## config.mk

```make
export PLATFORM = sky130hd
export DESIGN_NAME = mgmt_slave
export DESIGN_NICKNAME = d
export VERILOG_FILES = /design/src/rtl/mgmt_slave.v
export VERILOG_INCLUDE_DIRS = /design/src /design/src/rtl
export SDC_FILE = /design/constraint.sdc
export NUM_CORES = 1
export LEC_CHECK = 0
export BUFFER_PORTS_ARGS = -buffer_cell sky130_fd_sc_hd__buf_2
export CORE_MARGIN = 2
export CORE_UTILIZATION = 60
export CTS_BUF_LIST = sky130_fd_sc_hd__clkbuf_4 sky130_fd_sc_hd__clkbuf_8
export CTS_CLUSTER_DIAMETER = 40
export CTS_CLUSTER_SIZE = 24
export DETAILED_ROUTE_END_ITERATION = 7
export GPL_ROUTABILITY_DRIVEN = 0
export HOLD_SLACK_MARGIN = 0.15
export PLACE_DENSITY = 0.86
export SKIP_LAST_GASP = 1
export SYNTH_ARGS = -nofsm -noshare
export SYNTH_HDL_FRONTEND = slang
export SYNTH_SLANG_ARGS = --single-unit
export TNS_END_PERCENT = 30
```

## constraint.sdc

```tcl
create_clock -name REF_CLK -period 5 [get_ports REF_CLK]
set_input_delay 0.25 -clock REF_CLK [delete_from_list [all_inputs] [get_ports REF_CLK]]
set_output_delay 0.25 -clock REF_CLK [all_outputs]
set_load 0.1 [all_outputs]
```

## src/rtl/mgmt_slave_regs.vh

```
`ifndef MGMT_SLAVE_REGS_VH
`define MGMT_SLAVE_REGS_VH

// Frame field codes
`define MS_START_CODE 2'h1
`define MS_OP_READ 2'h2
`define MS_OP_WRITE 2'h1
`define MS_PREAMBLE_LEN 6'h20
`define MS_OP_LAST 6'h01
`define MS_ADR_LAST 6'h09
`define MS_DAT_LAST 6'h0f
`define MS_BCAST_ADDR 5'h00

// Register file layout
`define MS_NUM_REGS 32
`define MS_REG_W 16
`define MS_STD_LAST 5'h08
`define MS_CTRL_REG 5'h16
`define MS_BCAST_OFF_BIT 9

// Reset values
`define MS_REG_RESET 16'h0000

`endif

```

## src/rtl/mgmt_slave.v

```verilog
`timescale 1ns/1ps
`default_nettype none
`include "mgmt_slave_regs.vh"

module mgmt_slave (
   input wire REF_CLK,
   input wire RST,
   input wire MDC,
   input wire MDIO_I,
   output reg MDIO_O,
   output reg MDIO_OE,
   input wire [2:0] unique_address_strap,
   input wire broadcast_disable_strap
);

   localparam ST_PRE = 3'h0;
   localparam ST_ST = 3'h1;
   localparam ST_OP = 3'h2;
   localparam ST_ADR = 3'h3;
   localparam ST_TA = 3'h4;
   localparam ST_DAT = 3'h5;
   localparam ST_SKIP = 3'h6;

   reg mdc_s1_reg;
   reg mdc_s2_reg;
   reg mdc_s3_reg;
   reg dat_s1_reg;
   reg dat_s2_reg;
   reg [2:0] adr_s1_reg;
   reg [2:0] adr_s2_reg;
   reg bc_s1_reg;
   reg bc_s2_reg;
   reg [2:0] strap_adr_reg;
   reg strap_bc_reg;
   reg [2:0] state_reg;
   reg [5:0] cnt_reg;
   reg [1:0] op_reg;
   reg [9:0] adr_reg;
   reg [15:0] sh_reg;
   reg hit_reg;
   reg wr_en_reg;
   reg [4:0] wr_adr_reg;
   reg [15:0] wr_dat_reg;
   reg [`MS_REG_W-1:0] regs [0:`MS_NUM_REGS-1];
   integer i;

   wire rise = mdc_s2_reg & ~mdc_s3_reg;
   wire bit_in = dat_s2_reg;
   wire [4:0] phy_adr = adr_reg[9:5];
   wire [4:0] reg_adr = adr_reg[4:0];
   wire [15:0] ctrl_val = regs[`MS_CTRL_REG];
   wire bc_on = ~strap_bc_reg & ~ctrl_val[`MS_BCAST_OFF_BIT];
   wire adr_match = (phy_adr == {2'h0, strap_adr_reg}) ||
                    (bc_on && phy_adr == `MS_BCAST_ADDR);

   // Pin synchronisers
   always @(posedge REF_CLK) begin
      mdc_s1_reg <= MDC;
      mdc_s2_reg <= mdc_s1_reg;
      mdc_s3_reg <= mdc_s2_reg;
      dat_s1_reg <= MDIO_I;
      dat_s2_reg <= dat_s1_reg;
   end

   // Strap synchronisers
   always @(posedge REF_CLK) begin
      adr_s1_reg <= unique_address_strap;
      adr_s2_reg <= adr_s1_reg;
      bc_s1_reg <= broadcast_disable_strap;
      bc_s2_reg <= bc_s1_reg;
   end

   // Straps caught while reset is held
   always @(posedge REF_CLK) begin
      if (RST) begin
         strap_adr_reg <= adr_s2_reg;
         strap_bc_reg <= bc_s2_reg;
      end
   end

   // Register file, written the cycle after a write frame ends
   always @(posedge REF_CLK) begin
      if (RST) begin
         for (i = 0; i < `MS_NUM_REGS; i = i + 1) begin
            regs[i] <= `MS_REG_RESET;
         end
      end else if (wr_en_reg) begin
         regs[wr_adr_reg] <= wr_dat_reg;
      end
   end

   // Frame decoder
   always @(posedge REF_CLK) begin
      wr_en_reg <= 1'b0;
      if (RST) begin
         state_reg <= ST_PRE;
         cnt_reg <= 6'h00;
         op_reg <= 2'h0;
         adr_reg <= 10'h000;
         sh_reg <= 16'h0000;
         hit_reg <= 1'b0;
         MDIO_O <= 1'b0;
         MDIO_OE <= 1'b0;
         wr_adr_reg <= 5'h00;
         wr_dat_reg <= 16'h0000;
      end else if (rise) begin
         case (state_reg)
            // Preamble hunt
            ST_PRE: begin
               if (bit_in) begin
                  if (cnt_reg != `MS_PREAMBLE_LEN) begin
                     cnt_reg <= cnt_reg + 6'h01;
                  end
               end else if (cnt_reg == `MS_PREAMBLE_LEN) begin
                  state_reg <= ST_ST;
               end else begin
                  cnt_reg <= 6'h00;
               end
            end

            // Second start bit
            ST_ST: begin
               cnt_reg <= 6'h00;
               if (bit_in) begin
                  state_reg <= ST_OP;
               end else begin
                  state_reg <= ST_PRE;
               end
            end

            // Opcode
            ST_OP: begin
               op_reg <= {op_reg[0], bit_in};
               if (cnt_reg == `MS_OP_LAST) begin
                  cnt_reg <= 6'h00;
                  if ({op_reg[0], bit_in} == `MS_OP_READ ||
                      {op_reg[0], bit_in} == `MS_OP_WRITE) begin
                     state_reg <= ST_ADR;
                  end else begin
                     state_reg <= ST_PRE;
                  end
               end else begin
                  cnt_reg <= cnt_reg + 6'h01;
               end
            end

            // Device and register addresses
            ST_ADR: begin
               adr_reg <= {adr_reg[8:0], bit_in};
               if (cnt_reg == `MS_ADR_LAST) begin
                  cnt_reg <= 6'h00;
                  state_reg <= ST_TA;
               end else begin
                  cnt_reg <= cnt_reg + 6'h01;
               end
            end

            // Turnaround
            ST_TA: begin
               if (cnt_reg == 6'h00) begin
                  hit_reg <= adr_match;
                  cnt_reg <= 6'h01;
                  if (op_reg == `MS_OP_READ && adr_match) begin
                     MDIO_OE <= 1'b1;
                     MDIO_O <= 1'b0;
                     sh_reg <= regs[reg_adr];
                  end
               end else begin
                  cnt_reg <= 6'h00;
                  state_reg <= ST_DAT;
                  if (MDIO_OE) begin
                     MDIO_O <= sh_reg[15];
                     sh_reg <= {sh_reg[14:0], 1'b0};
                  end
               end
            end

            // Data bits
            ST_DAT: begin
               if (op_reg == `MS_OP_WRITE) begin
                  sh_reg <= {sh_reg[14:0], bit_in};
               end else if (MDIO_OE) begin
                  MDIO_O <= sh_reg[15];
                  sh_reg <= {sh_reg[14:0], 1'b0};
               end
               if (cnt_reg == `MS_DAT_LAST) begin
                  cnt_reg <= 6'h00;
                  state_reg <= ST_PRE;
                  MDIO_OE <= 1'b0;
                  MDIO_O <= 1'b0;
                  if (op_reg == `MS_OP_WRITE && hit_reg) begin
                     wr_en_reg <= 1'b1;
                     wr_adr_reg <= reg_adr;
                     wr_dat_reg <= {sh_reg[14:0], bit_in};
                  end
               end else begin
                  cnt_reg <= cnt_reg + 6'h01;
               end
            end

            // Unused codes fall back to the hunt
            default: begin
               state_reg <= ST_PRE;
               cnt_reg <= 6'h00;
               hit_reg <= 1'b0;
               MDIO_OE <= 1'b0;
               MDIO_O <= 1'b0;
            end
         endcase
      end
   end

endmodule
`default_nettype wire

```

Word-level counts from Yosys, hierarchy flattened
Memories as Yosys holds them, arrays and structs flattened. A register that Yosys moved wholly into a read port is not among the register bits. Cells that the tools add are included.

Bitwise logic cells: 10. Eq/ne operators: 27. Muxes and demuxes: 45. Reductions and logical operators: 22. Add/sub/neg operators: 1.

Operators by type and width (number): $mux W16 (5); $mux W6 (6); $pmux W16 S2 (1); $pmux W6 S5 (1); $mux W3 (6); $pmux W3 S6 (1); $mux W1 (17); $ne A2 B2 Y1 const B (8); $reduce_or A16 Y1 (1); $mux W5 (3); $eq A6 B4 Y1 const B (2); $ne A3 B3 Y1 const B (4); $reduce_and A3 Y1 (3); $not A1 Y1 (8); $reduce_and A4 Y1 (2); $reduce_or A4 Y1 (2); $reduce_and A7 Y1 (1); $add A6 B1 Y6 const B (1); $eq A3 B2 Y1 const B (2); $eq A3 B3 Y1 const B (2); $eq A6 B1 Y1 const B (1); $eq A6 B6 Y1 const B (1); $logic_not A6 Y1 (1); $ne A6 B6 Y1 const B (1); other kinds (16) (25).

Bits in registers: 79. Memories: 1. Input bits: 8. Logic and storage cells: 128. Bits in writable memories: 512. Output and inout bits: 2.

Memory list: regs (words 32, bits a word 16, rd ports 2, clocked after Yosys merged registers in 1, wr ports 32, RTL line mgmt_slave.v:44) `` reg [`MS_REG_W-1:0] regs [0:`MS_NUM_REGS-1]; ``.

Longest topological paths before layout
An unclocked memory read counts as a cell.

Word-level depth: 9. Mapped depth: 10.

Least setup slack after synthesis
OpenSTA, ideal clock, no wires.

Path kind: reg2reg. From: reg wr_adr_reg[2]. To: mem regs[5][0] (netlist name), enable pin. Arrival time: 2319 ps. Setup time: 411 ps. Buffers on the path: 2. Stages on the path, launching flop included: 5. Data required time: 4589 ps. Setup slack: 2269 ps. Clock period less this slack: 2731 ps. Path through: dfxtp_1 -> clkbuf_1 -> or3b_2 -> clkbuf_1 -> o21ai_0.

RTL lines: start: declaration (RTL line mgmt_slave.v:42) `reg [4:0] wr_adr_reg;`; start signal: assignment (RTL line mgmt_slave.v:193) `wr_adr_reg <= reg_adr;`; end: declaration (RTL line mgmt_slave.v:44).

==> impl_metrics.py <==
metrics = {
    "status": {
        "status": "finished, final reports clean",
    },
    "logic_synthesis": {
        "yosys_warnings": 0,
        "synth-async-reset-ratio_pct": 0,
        "syn_area_per_cell_um2": 14.69,
        "synth_edf_count": 516,
        "synth_cells": 1832,
        "synth_area_um2": 26910,
        "ys_ff_latch": 596,
        "synth_cell_type_count": 63,
        "yosysSeqAreaShare_pct": 63.54,
        "ys_dominant_reg_cell": "edfxtp_1",
        "syn_nets": 1843,
    },
    "timing": {
        "drv_slew": 0,
        "max_slew_margin_pct": 5.757,
        "fin_skew_ns": 0.06298,
        "setup_tns_ns": 0,
        "tightest_slew_ns": 1.412,
        "timing.final.ws_setup_ns": 1.893,
        "rsz0062_at_grt": "false",
        "setup_viol": 0,
        "hold_viol": 0,
        "fin_crit_sh_pct": 62.13,
        "layout_min_cycle_time_ns": 3.107,
        "clock.fmax_mhz": 321.9,
    },
    "placement": {
        "portBuffers": 9,
        "dpl.hpwl_mm": 40.70,
        "post-place-ws_ns": 1.998,
    },
    "critical_path": {
        "cp.arrival_ns": 3.52,
        "rr_worst_depth": 4,
        "cp-end-kind": "flip-flop",
        "path_max_fanout": 16,
        "critPathKind": "reg -> reg",
        "critPathRequiredTime_ns": 5.41,
        "critPathLaunchType": "flip-flop",
    },
    "pwr": {
        "p_int_mw": 7.391,
        "clkPwrFrac_pct": 38.8,
        "ir_drop_uv": 260.3,
        "power_mw": 9.619,
        "power_density_nw_per_um2": 330.1,
        "sw_frac_of_total_pct": 23.17,
        "p_leak_nw": 10.03,
        "pwr-share-comb_pct": 3.2,
        "p_switching_mw": 2.228,
        "p_seq_share_pct": 58.0,
    },
    "global_routing": {
        "antenna_found_initial": 1,
        "grt_overflow_total": 0,
        "grt_pass1_vias": 16199,
        "grt_start_max_net_pins": 55,
        "grt_pass1_wl_mm": 101.8,
        "grt_usage_pct": 29.60,
    },
    "layout": {
        "largest_register_ff_count": 512,
        "drive_above_1_share_pct": 19.28,
        "mostFrequentLayoutCells": "edfxtp_1, and2_1, mux4_2, nand2_1, dfxtp_1",
        "fillers": 2801,
        "layout_commonest_cell": "edfxtp_1",
        "syn_to_final_growth_pct": 8.291,
        "fin_util_pct": 65.89,
        "finish.net_count": 1831,
        "diodes": 0,
    },
    "cts": {
        "root_buffer": "clkbuf_8",
        "clkLatencyLatePin_ns": 0.73,
        "htree_levels": 2,
        "cts_tree": "done",
        "path_clk_slew_ns": 0.09,
        "cts_max_path_buffers": 3,
        "cts_sinks": 596,
        "cts_buffers": 61,
    },
    "die": {
        "rows": 77,
        "core_area_um2": 44220,
        "initial_core_util_pct": 60.85,
        "die_h_um": 215.8,
        "die_width_um": 215.8,
        "die-area_um2": 46550,
        "pin_count": 10,
    },
    "min_path": {
        "hold_class": "reg -> reg",
        "hold_path_depth": 0,
    },
    "detailed_routing": {
        "dr.pass1.iters": 8,
        "wl_per_cell_um": 27.68,
        "route.detailed.drc": 0,
        "vias": 16432,
        "wl_mm": 68.20,
        "vias_per_cell": 6.669,
        "drt_iter0_markers": 2539,
        "ant_nets": 0,
    },
    "job": {
        "drv_cap": 0,
    },
}
## kinds of logic (layout without fill, tap and decap cells)
group	after synthesis	in the layout	share of synthesized area (%)
fa+ha+maj	3	3	0.1395
mux	188	188	14.27
flops	596	596	63.54
simple gates	742	742	15.76
xor+xnor	6	6	0.1953
buf+inv	165	205	2.739
compound gates	132	132	3.353
## timing repair
action | in CTS | in global routing
resized for setup | 0 | 0
hold endpoints to repair | 10 | 0
setup buffers | 0 | 0
hold buffers | 13 | 0
setup endpoints to repair | 0 | 0
## worst paths after layout
| path | from | end | slack, ns |
|---|---|---|---|
| setup / recovery | wr_en_reg | regs[23][11] | 1.89 |
| hold / removal | dat_s1_reg | bit_in | 0.33 |
| setup reg to reg | wr_en_reg | regs[23][11] | 1.89 |
| hold reg to reg | dat_s1_reg | bit_in | 0.33 |
## per-stage QoR
| step | hold WS (ns) | cell area (um2) | instances |
|---|---|---|---|
| finish | 0.3345 | 29140 | 2464 |
| detailed placement | 0.3154 | 27480 | 2336 |
| global placement | 0.3138 | 27480 | 2336 |
| global route | 0.3424 | 29140 | 2464 |
| floorplan | 0.2777 | 26910 | 1832 |
| CTS | 0.3191 | 29140 | 2464 |
## layer usage
layer  up-vias  routed length (um)  global-route usage (%)
met1      8210               23730                   39.82
met2      1274               31930                   45.89
li1       6713                   -                       -
met3       233                9126                   7.555
met4         2                3402                   13.68
met5         -                  13                       0
## power groups by stage
stage	Combinational [mW]	Sequential (mW)	Clock, mW
after floorplan	0.176	5.67	0
after global placement	0.282	5.68	0
after detailed placement	0.288	5.69	0
after CTS	0.297	5.58	3.73
after global routing	0.317	5.59	3.91
final	0.305	5.58	3.73
## worst max-delay path, cell delays in order (launching register included)
cell     delay (ns)
dfxtp_1        0.33
nor2b_1        0.18
nand3_1        0.73
o21ai_1        1.17
buf_4          0.39
## area by class of cell
cell class | count | area [um2] | area share (%)
clock inverter | 52 | 663.1 | 2.276
clock buffer | 63 | 860.8 | 2.954
timing repair buffer | 83 | 658.1 | 2.259
multi-input combinational | 1071 | 9084 | 31.17
tap | 592 | 740.7 | 2.542
sequential | 596 | 17110 | 58.70
inverter | 7 | 26.28 | 0.09018
## Yosys cell counts, drive strengths merged, types with 2 or more instances
master     n  area (um2)
a21oi     30       150.1
edfxtp   516       15490
a41oi      2       17.52
nand4      4       25.02
inv        7       26.28
o2111ai    3       32.53
dfxtp     80        1602
clkbuf   130       553.0
ha         3       37.54
a211oi     2       20.02
nor3b      3       22.52
nand3     21       105.1
or3b       2       17.52
a221oi    15       131.4
mux4     156        3513
nand2b     3       18.77
o22a       2       17.52
nor4b      2       32.53
nor4       2       12.51
o21ai     42       210.2
nor2b      4       25.02
and2     514        3216
o211ai     3       22.52
xnor2      2       17.52
a32o      16       160.2
mux2i     27       270.3
a31o       2       17.52
a221o      2       21.27
nand3b     4       30.03
mux2       5       56.30
a31oi      3       18.77
buf       28       157.6
nor3      10       50.05
or3        3       18.77
nand2     98       367.9
nor2      66       250.2
xor2       4       35.03
No activity file was read; power rests on OpenSTA's default activity.
